<file path="src/rtl/tcms_pkg.sv">
// Purpose: Shared constants for the TDM clock master select block.
// Assumes: System clock of 200 MHz on clock_i.
// Notes: Times are kept in their own unit; cycle counts derive from them.
package tcms_pkg;
    // System clock.
    localparam int unsigned SYS_CLK_HZ = 200000000;
    localparam int unsigned CLK_PERIOD_NS = 5;
    // Bus data clock target and local rate generator divide factor.
    localparam int unsigned BIT_CLOCK_HZ = 2048000;
    localparam int unsigned LRG_DIV = (SYS_CLK_HZ + BIT_CLOCK_HZ / 2) / BIT_CLOCK_HZ;
    localparam int unsigned LRG_HALF = LRG_DIV / 2;
    // Frame layout.
    localparam int unsigned SLOTS_PER_FRAME = 32;
    localparam int unsigned BITS_PER_SLOT = 8;
    localparam int unsigned FRAME_DIV = SLOTS_PER_FRAME * BITS_PER_SLOT;
    localparam int unsigned FRAME_W = 8;
    localparam int unsigned SLOT_W = 5;
    localparam int unsigned BIT_W = 3;
    localparam int unsigned SLOTS_PER_LINE = 3;
    localparam int unsigned MAX_LINES = 10;
    localparam int unsigned DCHAN_DATA_BITS = 2;
    localparam logic [FRAME_W-1:0] FRAME_LAST = 8'hFF;
    localparam logic [FRAME_W-1:0] FRAME_FIRST = 8'h00;
    // Channel kinds within one line's group of three slots.
    localparam logic [1:0] CHAN_B1 = 2'h0;
    localparam logic [1:0] CHAN_B2 = 2'h1;
    localparam logic [1:0] CHAN_D = 2'h2;
    localparam logic [1:0] CHAN_NONE = 2'h3;
    // Switch deadlines after a line interrupt.
    localparam int unsigned ACT_SWITCH_NS = 750000;
    localparam int unsigned DEACT_SWITCH_NS = 72800;
    localparam int unsigned ACT_SWITCH_CYC = ACT_SWITCH_NS / CLK_PERIOD_NS;
    localparam int unsigned DEACT_SWITCH_CYC = DEACT_SWITCH_NS / CLK_PERIOD_NS;
    localparam int unsigned TIMER_W = 18;
    // Clock switch sequencer states.
    typedef enum logic [2:0]
    {
        SW_RUN = 3'b001,
        SW_PARK = 3'b010,
        SW_ALIGN = 3'b100
    } tcms_sw_type;
endpackage : tcms_pkg

</file>
<file path="src/rtl/tcms_rate_gen.sv">
// Purpose: Local rate generator, a square wave near the bus data clock rate.
// Assumes: Runs on the system clock; HALF_CYC is at least one.
// Notes: Free-running; only its pseudo timing is used while no line is up.
`timescale 1ns/1ps
module tcms_rate_gen
#(
    parameter int unsigned HALF_CYC = tcms_pkg::LRG_HALF
)
(
    input wire logic clock_i,
    input wire logic resetn_i,
    output logic rate_clk_o
);
    import tcms_pkg::*;

    localparam int unsigned CW = $clog2(HALF_CYC + 1);
    localparam logic [CW-1:0] LAST = CW'(HALF_CYC - 1);

    logic [CW-1:0] cnt_q;
    logic [CW-1:0] cnt_d;
    logic clk_q;
    logic clk_d;

    // Toggle the output every HALF_CYC system clocks.
    always_comb
    begin
        cnt_d = cnt_q + CW'(1);
        clk_d = clk_q;
        if (cnt_q == LAST)
        begin
            cnt_d = '0;
            clk_d = ~clk_q;
        end
    end

    // Register the divider state.
    always_ff @(posedge clock_i)
    begin
        if (!resetn_i)
        begin
            cnt_q <= '0;
            clk_q <= 1'b0;
        end
        else
        begin
            cnt_q <= cnt_d;
            clk_q <= clk_d;
        end
    end

    assign rate_clk_o = clk_q;
endmodule : tcms_rate_gen

</file>
<file path="src/rtl/tcms_clock_master.sv">
// Purpose: Select the bus clock master, drive the bus data clock and frame sync.
// Assumes: Recovered clocks arrive as synchronous inputs, far slower than clock_i.
// Notes: Source 0 is the local rate generator, source k is line k-1.
`timescale 1ns/1ps
module tcms_clock_master
#(
    parameter int unsigned LINES = tcms_pkg::MAX_LINES,
    parameter int unsigned ACT_LIMIT = tcms_pkg::ACT_SWITCH_CYC,
    parameter int unsigned DEACT_LIMIT = tcms_pkg::DEACT_SWITCH_CYC
)
(
    input wire logic clock_i,
    input wire logic resetn_i,
    input wire logic [LINES-1:0] recovered_net_clock_i,
    input wire logic [$clog2(LINES+1)-1:0] master_select_i,
    input wire logic activation_irq_i,
    input wire logic deactivation_irq_i,
    input wire logic miss_clear_i,
    output logic bit_clock_line_o,
    output logic frame_sync_pulse_o,
    output logic [$clog2(LINES+1)-1:0] active_master_o,
    output logic switch_busy_o,
    output logic network_timing_o,
    output logic deadline_miss_o,
    output logic [tcms_pkg::SLOT_W-1:0] slot_index_o,
    output logic [tcms_pkg::BIT_W-1:0] bit_index_o,
    output logic [3:0] line_index_o,
    output logic [1:0] channel_kind_o,
    output logic data_bit_valid_o
);
    import tcms_pkg::*;

    localparam int unsigned SW = $clog2(LINES + 1);
    localparam logic [SW-1:0] SEL_LOCAL = '0;
    localparam logic [TIMER_W-1:0] ACT_LOAD = TIMER_W'(ACT_LIMIT);
    localparam logic [TIMER_W-1:0] DEACT_LOAD = TIMER_W'(DEACT_LIMIT);

    logic rate_clk;
    logic [LINES:0] src_q;
    logic [LINES:0] src_d;
    logic cur_src;
    logic new_src;
    tcms_sw_type sw_q;
    tcms_sw_type sw_d;
    logic [SW-1:0] cur_q;
    logic [SW-1:0] cur_d;
    logic [SW-1:0] tgt_q;
    logic [SW-1:0] tgt_d;
    logic dcl_q;
    logic dcl_d;
    logic [FRAME_W-1:0] cnt_q;
    logic [FRAME_W-1:0] cnt_d;
    logic fs_q;
    logic fs_d;
    logic [TIMER_W-1:0] tmr_q;
    logic [TIMER_W-1:0] tmr_d;
    logic tmr_run_q;
    logic tmr_run_d;
    logic miss_q;
    logic miss_d;
    logic [SLOT_W-1:0] slot_q;
    logic [SLOT_W-1:0] slot_d;
    logic [BIT_W-1:0] bit_q;
    logic [BIT_W-1:0] bit_d;
    logic [3:0] line_q;
    logic [3:0] line_d;
    logic [1:0] kind_q;
    logic [1:0] kind_d;
    logic valid_q;
    logic valid_d;
    logic dcl_rise;

    // Local rate generator for pseudo timing while no line is active.
    tcms_rate_gen #(
        .HALF_CYC(LRG_HALF)
    ) u_rate_gen (
        .clock_i(clock_i),
        .resetn_i(resetn_i),
        .rate_clk_o(rate_clk)
    );

    // Sample every candidate master clock; entry 0 is the local generator.
    assign src_d[0] = rate_clk;
    generate
        for (genvar g = 0; g < LINES; g++)
        begin : g_src
            assign src_d[g+1] = recovered_net_clock_i[g];
        end
    endgenerate

    assign cur_src = src_q[cur_q];
    assign new_src = src_q[tgt_q];

    // Switch sequencer: park low on the old source, resume when the new is low.
    always_comb
    begin
        sw_d = sw_q;
        cur_d = cur_q;
        tgt_d = tgt_q;
        dcl_d = dcl_q;
        case (sw_q)
            SW_RUN:
            begin
                dcl_d = cur_src;
                if (master_select_i != cur_q && master_select_i <= SW'(LINES))
                begin
                    tgt_d = master_select_i;
                    sw_d = SW_PARK;
                end
            end
            SW_PARK:
            begin
                dcl_d = cur_src;
                if (!cur_src)
                begin
                    sw_d = SW_ALIGN;
                end
            end
            SW_ALIGN:
            begin
                dcl_d = 1'b0;
                if (!new_src)
                begin
                    cur_d = tgt_q;
                    sw_d = SW_RUN;
                end
            end
            default:
            begin
                sw_d = SW_RUN;
                dcl_d = 1'b0;
            end
        endcase
    end

    assign dcl_rise = dcl_d & ~dcl_q;

    // Divide by 256 on data clock rising edges; sync spans one full period.
    always_comb
    begin
        cnt_d = cnt_q;
        fs_d = fs_q;
        if (dcl_rise)
        begin
            cnt_d = cnt_q + FRAME_W'(1);
            fs_d = (cnt_q == FRAME_LAST);
        end
    end

    // Frame position decode: slot, bit, line and channel kind.
    always_comb
    begin
        slot_d = cnt_q[FRAME_W-1:BIT_W];
        bit_d = cnt_q[BIT_W-1:0];
        line_d = 4'(slot_d / SLOT_W'(SLOTS_PER_LINE));
        kind_d = 2'(slot_d % SLOT_W'(SLOTS_PER_LINE));
        valid_d = 1'b1;
        if (line_d >= 4'(MAX_LINES))
        begin
            kind_d = CHAN_NONE;
            valid_d = 1'b0;
        end
        else if (kind_d == CHAN_D && bit_d >= BIT_W'(DCHAN_DATA_BITS))
        begin
            valid_d = 1'b0;
        end
        if (cur_q == SEL_LOCAL || sw_q != SW_RUN)
        begin
            valid_d = 1'b0;
        end
    end

    // Deadline watch: an irq arms the limit, a finished switch disarms it.
    always_comb
    begin
        tmr_d = tmr_q;
        tmr_run_d = tmr_run_q;
        miss_d = miss_q & ~miss_clear_i;
        if (activation_irq_i)
        begin
            tmr_d = ACT_LOAD;
            tmr_run_d = 1'b1;
        end
        else if (deactivation_irq_i)
        begin
            tmr_d = DEACT_LOAD;
            tmr_run_d = 1'b1;
        end
        else if (tmr_run_q)
        begin
            if (sw_q == SW_ALIGN && sw_d == SW_RUN)
            begin
                tmr_run_d = 1'b0;
            end
            else if (tmr_q == '0)
            begin
                tmr_run_d = 1'b0;
                miss_d = 1'b1;
            end
            else
            begin
                tmr_d = tmr_q - TIMER_W'(1);
            end
        end
    end

    // Register all state.
    always_ff @(posedge clock_i)
    begin
        if (!resetn_i)
        begin
            src_q <= '0;
            sw_q <= SW_RUN;
            cur_q <= SEL_LOCAL;
            tgt_q <= SEL_LOCAL;
            dcl_q <= 1'b0;
            cnt_q <= FRAME_FIRST;
            fs_q <= 1'b0;
            tmr_q <= '0;
            tmr_run_q <= 1'b0;
            miss_q <= 1'b0;
            slot_q <= '0;
            bit_q <= '0;
            line_q <= '0;
            kind_q <= CHAN_B1;
            valid_q <= 1'b0;
        end
        else
        begin
            src_q <= src_d;
            sw_q <= sw_d;
            cur_q <= cur_d;
            tgt_q <= tgt_d;
            dcl_q <= dcl_d;
            cnt_q <= cnt_d;
            fs_q <= fs_d;
            tmr_q <= tmr_d;
            tmr_run_q <= tmr_run_d;
            miss_q <= miss_d;
            slot_q <= slot_d;
            bit_q <= bit_d;
            line_q <= line_d;
            kind_q <= kind_d;
            valid_q <= valid_d;
        end
    end

    // Outputs; bus clock and sync are driven here only, never by the controller.
    assign bit_clock_line_o = dcl_q;
    assign frame_sync_pulse_o = fs_q;
    assign active_master_o = cur_q;
    assign switch_busy_o = (sw_q != SW_RUN);
    assign network_timing_o = (cur_q != SEL_LOCAL) && (sw_q == SW_RUN);
    assign deadline_miss_o = miss_q;
    assign slot_index_o = slot_q;
    assign bit_index_o = bit_q;
    assign line_index_o = line_q;
    assign channel_kind_o = kind_q;
    assign data_bit_valid_o = valid_q;
endmodule : tcms_clock_master

</file>
<file path="config.mk">
export PLATFORM = sky130hd
export DESIGN_NAME = tcms_clock_master
export DESIGN_NICKNAME = d
export VERILOG_FILES = /design/src/rtl/tcms_pkg.sv /design/src/rtl/tcms_rate_gen.sv /design/src/rtl/tcms_clock_master.sv
export SDC_FILE = /design/constraint.sdc
export NUM_CORES = 1
export LEC_CHECK = 0
export BUFFER_PORTS_ARGS = -buffer_cell sky130_fd_sc_hd__buf_2
export CAP_MARGIN = 20
export CELL_PAD_IN_SITES_DETAIL_PLACEMENT = 2
export CELL_PAD_IN_SITES_GLOBAL_PLACEMENT = 2
export CORE_ASPECT_RATIO = 0.6
export CORE_UTILIZATION = 32
export DETAILED_ROUTE_END_ITERATION = 10
export GPL_TIMING_DRIVEN = 0
export MAX_ROUTING_LAYER = met4
export PLACE_DENSITY = 0.79
export SKIP_LAST_GASP = 1
export SLEW_MARGIN = 0
export SYNTH_ARGS = -nofsm -noshare
export SYNTH_HDL_FRONTEND = slang
export SYNTH_HIERARCHICAL = 1
export SYNTH_SLANG_ARGS = --single-unit
</file>
<file path="constraint.sdc">
create_clock -name clock_i -period 3 [get_ports clock_i]
set_input_delay 0.3 -clock clock_i [delete_from_list [all_inputs] [get_ports clock_i]]
set_output_delay 0.3 -clock clock_i [all_outputs]
set_load 0.1 [all_outputs]
</file>
==> run metrics, run 1 <==
leak pwr 1.79 nW; die area 0.0119 sq mm; CP required 3.25 ns; post-cts hold buffer count 0; io pins 43; via/cell ratio 5.39; Clock Sinks 74; CTS tree built; DR vias 3334; H-tree levels 3; commonest register cell after synthesis dfxtp_1; worst vdd ir 0.289 mV; Sequential Area 0.00148 sq mm; Die Height 84.8 um; EDFF count, synth 0; Routed wire per std cell 19.6 um; antenna violations before repair 0; min cycle time layout 2.83 ns; syn_nets 446; fill cell count 1216; layout cells sized above 1 0.203; syn avg cell area 8.71 sq um; PortBufs 42; HPWL Detailed 8950 um; most common cell in the netlist dfxtp_1; Die W 140 um; Fmax 354 MHz; skew final 0.00659 ns; Ant. Diodes 0; post-route setup slack 0.174 ns; Distinct cells, synth 66; first-pass GRT wire length 19700 um; vias in the first global route 3558; Data arrival, critical path 3.07 ns; antenna-violating nets left 0; Synth Cell Area 0.00366 sq mm; Final Slew Violations 0; endpoints failing hold 0; Area Overhead vs Synth 20.8%; actual slew at the worst max-slew pin 0.743 ns; CTS Buffer Depth 2; cts bufs inserted 9; GPL Wtd Cong 0.819; area leader, netlist dfxtp_1; pwr dens 545 mW/mm^2; drt initial violations 187; Crit. End Element flop; CP Max Fanout 10; row cnt 29; total global routing overflow 0; Post-route DRC 0; Initial DRT Pass Iterations 4; post-synthesis sequential area ratio 0.405; Max-slew headroom 0.505; core area 0.0108 sq mm; status finished clean; Area contributors post-synth dfxtp_1 (40%), nor2_1 (6.2%), mux2i_1 (4.1%), xnor2_1 (4.1%), and2_1 (2.9%); Synth top cells by count dfxtp_1 (74), nor2_1 (60), nand2_1 (21); Post-Place Worst Slack -0.282 ns; largest net degree at the start of global routing 13; Starting Density 0.337; GRT Util Overall 0.224; final WL 12100 um; Cell Count, Final, Fillers Out 618; Yosys Warn Count 6; Final nets 500; CP Launch Type flop; placed cells 601; area share of the largest cell type after synthesis 0.405; synthesized instance count 420; period utilisation layout 0.942; worst skew pair latency 0.34 ns; clk slew on worst S/H paths 0.06 ns; maxcap violations 0; ys async rst share 0; final setup vio count 0; RSZ-0062 raised after global routing no; CP Class flop to flop; area occupied by multi-input gates 0.00206 sq mm; Hold Crit Class primary input to flop; register bit total from synthesis 74; CTS root buffer clkbuf_16
==> layer usage <==
layer | vias to the layer above | part of all wire | track usage
met4 | 0 | 0.0063 | 0.0569
met2 | 71 | 0.42 | 0.324
li1 | 1589 | - | -
met3 | 9 | 0.038 | 0.0468
met1 | 1665 | 0.54 | 0.316
met5 | - | 0 | -
==> through the flow <==
stage,area [sq um],hold WS [ns],TNS [ns],util,power [mW]
6_report,4420,0.174,0,0.407,2.41
5_1_grt,4420,0.173,0,0.407,2.50
4_1_cts,4380,0.168,0,0.404,2.43
3_5_place_dp,4050,0.469,-0.571,0.373,1.32
3_3_place_gp,4050,0.447,-0.338,0.373,1.30
2_1_floorplan,3660,0.427,0,-,1.24
==> cells by family (layout without fill, tap and decap cells) <==
kind of cell,Yosys count,after routing,share of synthesized area
flip-flops,74,74,0.405
multiplexers,19,19,0.0636
adder cells (fa/ha/maj),7,7,0.0239
buffers and inverters,38,97,0.0444
AND/OR/NAND/NOR,189,189,0.272
XOR/XNOR,26,26,0.0622
AO/OA/AOI/OAI,67,67,0.129
==> flip-flops by register name, summed over array words and instances, names as in the netlist, 4 cells and up <==
signal,cells
active_master_o,4
cnt_q,8
line_index_o,4
slot_index_o,5
src_q,11
tgt_q,4
tmr_q,18
u_rate_gen/cnt_q,6
==> final cells by class <==
type / instances / share of cell area
Sequential cell: 74 / 0.336
Inverter: 17 / 0.0144
Timing Repair Buffer: 44 / 0.0510
Clock buffer: 11 / 0.0572
Buffer: 20 / 0.0246
Tap cell: 139 / 0.0394
Clock inverter: 5 / 0.0119
Multi-Input combinational cell: 308 / 0.466
==> repair_timing <==
action	4_1_cts	5_1_grt
setup buffers	0	2
pin swaps	0	4
gates cloned	0	0
resized for setup	7	10
setup endpoints to repair	4	4
==> cells in the final DEF (no fill, tap or decap), drive strengths merged, types with 4 or more instances in the layout <==
cell | netlist | routed
ha | 7 | 7
buf | 9 | 53
clkbuf | 12 | 22
nand4 | 6 | 6
nand3 | 17 | 17
a21oi | 20 | 20
inv | 16 | 16
nand2b | 8 | 8
nor2 | 60 | 60
a211oi | 5 | 5
nor4 | 8 | 8
nor3b | 4 | 4
and2 | 17 | 17
nand2 | 21 | 21
or3 | 6 | 6
clkinv | 1 | 4
nor3 | 21 | 21
xnor2 | 17 | 17
dfxtp | 74 | 74
xor2 | 9 | 9
mux2i | 15 | 15
o21ai | 11 | 11
==> critical path: stages, from the launching register on <==
cell and delay (ns):
dfxtp_2 0.35, buf_6 0.14, clkbuf_2 0.12, ha_4 0.27, and3b_1 0.21, o21ai_1 0.13, o21ai_1 0.08, ha_2 0.20
a31o_2 0.21, o211ai_1 0.21, a21oi_2 0.13, or3_4 0.40, a221oi_2 0.27
==> final timing paths <==
path | start | to | slack, ns | cells past startpoint
max | cnt_q[6]$_SDFFE_PN0P_ | channel_kind_o[0]$_SDFF_PN0_ | 0.17 | 12
min | recovered_net_clock_i[4] | src_q[5]$_SDFF_PN0_ | 0.17 | 2
min reg2reg | frame_sync_pulse_o$_SDFFE_PN0P_ | frame_sync_pulse_o$_SDFFE_PN0P_ | 0.48 | 2
max reg2reg | cnt_q[6]$_SDFFE_PN0P_ | channel_kind_o[0]$_SDFF_PN0_ | 0.17 | 12
==> where the power goes <==
part | switching [mW] | total (mW) | internal, mW | leakage (nW)
logic | 0.153 | 0.245 | 0.0913 | 1.03
clock network | 0.423 | 1.11 | 0.685 | 0.151
registers | 0.0400 | 1.06 | 1.02 | 0.605
Power figures use the tool's default switching activity.
==> run 2: changes to the inputs <==
- clock period: 3 -> 2.6 ns (I/O delays scaled with it)
==> run 2 against run 1 <==
Net effect:
- first-iteration DRC count fell by 24%
- total power increased by 28%
- largest cell class unchanged
- register-to-register slack worse by 0.21 ns
- highest routed layer unchanged
- the run now ends with negative setup slack left
==> run metrics, run 2 (same netlist as run 1, synthesis figures left out) <==
CP Launch Type flop; commonest non-fill, non-tap cell in the layout dfxtp_1; min cycle time layout 2.63 ns; crit-path leading delay family simple AND/OR/NAND/NOR gates; skew final 0.00297 ns; CP Max Fanout 10; final setup vio count 1; GPL Wtd Cong 0.806; Reg-to-Reg End data_bit_valid_o$_SDFF_PP0_; cts bufs inserted 9; Top Registers tmr_q: 18 flops, src_q: 11 flops, cnt_q: 8 flops; via/cell ratio 5.42; Crit. End Element flop; status finished with violations; core area 0.0108 sq mm; antenna-violating nets left 0; CP Depth 9; H-tree levels 3; HPWL Detailed 9050 um; die area 0.0119 sq mm; CTS tree built; Die W 140 um; Die Height 84.8 um; worst r2r path cells 9; critical path cell sequence buf_2, nor3b_2, o211ai_1, nand3_1, o21ai_2, ha_1, nand2b_1, or3_4, a311oi_2; CTS Buffer Depth 2; Post-Place Worst Slack -0.560 ns; Fmax 380 MHz; first-pass GRT wire length 21000 um; Data arrival, critical path 2.87 ns; register-to-register setup slack -0.03 ns; Post-route DRC 0; vias in the first global route 3774; total global routing overflow 0; post-route setup slack -0.0333 ns; endpoints failing hold 0; CP required 2.84 ns; period utilisation layout 1.01; critical path's slowest cell dfxtp_1; CP bufs+invs 1; worst skew pair latency 0.34 ns; worst vdd ir 0.283 mV; max reg flops 18; most frequent cells in the layout dfxtp_1 (71), nor2_1 (58), buf_2 (45); largest net degree at the start of global routing 14; GRT Util Overall 0.239; CP Class flop to flop; row cnt 29; setup TNS -0.0333 ns; final WL 13000 um; Final Slew Violations 0; pwr dens 668 mW/mm^2; DR vias 3389; FF-to-FF Start cnt_q[7]$_SDFFE_PN0P_; Final nets 507; Ant. Diodes 0; Hold Crit Class primary input to flop; antenna violations before repair 0; critical path startpoint cnt_q[7]$_SDFFE_PN0P_; Clock Sinks 74; layout cells sized above 1 0.235; RSZ-0062 raised after global routing yes; Routed wire per std cell 20.7 um; PortBufs 42; post-cts hold buffer count 0; failing checks negative setup slack; hold_sp recovered_net_clock_i[2]; Max-slew headroom 0.361; Initial DRT Pass Iterations 4; actual slew at the worst max-slew pin 0.948 ns; Critical Path Sink data_bit_valid_o$_SDFF_PP0_; total power 3.08 mW; leak pwr 1.87 nW; drt initial violations 142; maxcap violations 0; CTS root buffer clkbuf_16; crit-path max cell delay 0.44 ns; Starting Density 0.337; Biggest register tmr_q; Area Overhead vs Synth 25.8%; io pins 43; clk slew on worst S/H paths 0.06 ns
run 2: cell count changes in the layout (fill, tap and decap cells not counted), sizes merged:
cell,previous run,this run
buf,53,59
bufinv,1,4
clkinv,4,3
clkinvlp,1,0
run 2: repair_timing:
action                                  in CTS  in global routing
gates resized for setup                     18                  7
pin swaps                                    8                  6
buffers inserted                             9                  1
endpoints found under the setup margin       4                  7
run 2: final cells by class:
cell class	instances	area [sq um]
well taps	139	174
fillers	1195	6240
flip-flops and latches	74	1490
clock inverters	6	138
repair buffers	52	285
multi-input cells	308	2100
inverters	17	63.8
clock buffers	10	239
plain buffers	19	114
run 2: report_power, final:
part,internal [mW],switching [mW],total [mW]
registers,1.17,0.0451,1.22
clock network,1.06,0.505,1.57
logic,0.106,0.185,0.291
total,2.34,0.734,3.08
run 2: how the worst min path moves through the flow:
| stage | endpoint | slack (ns) | cells after the start |
|---|---|---|---|
| after floorplan | src_q[10]$_SDFF_PN0_ | 0.39 | 1 |
| after global placement | u_rate_gen/cnt_q[0]$_SDFF_PP0_ | 0.45 | 1 |
| after global routing | src_q[3]$_SDFF_PN0_ | 0.14 | 2 |
| final | src_q[3]$_SDFF_PN0_ | 0.13 | 2 |
| after detailed placement | frame_sync_pulse_o$_SDFFE_PN0P_ | 0.45 | 2 |
| after CTS | src_q[3]$_SDFF_PN0_ | 0.13 | 2 |
run 2: per-layer routing:
layer | global-route usage | vias up | part of all wire
li1 | - | 1596 | -
met5 | - | - | 0
met4 | 0.0539 | 0 | 0.012
met1 | 0.318 | 1714 | 0.50
met3 | 0.0468 | 14 | 0.031
met2 | 0.374 | 65 | 0.46
run 2: stage by stage:
step	hold slack, ns	instances	utilization	cell area [sq um]
global route	0.137	625	0.424	4600
global placement	0.447	601	0.375	4070
floorplan	0.387	420	-	3690
finish	0.130	625	0.424	4600
detailed placement	0.449	601	0.375	4070
CTS	0.126	624	0.421	4570
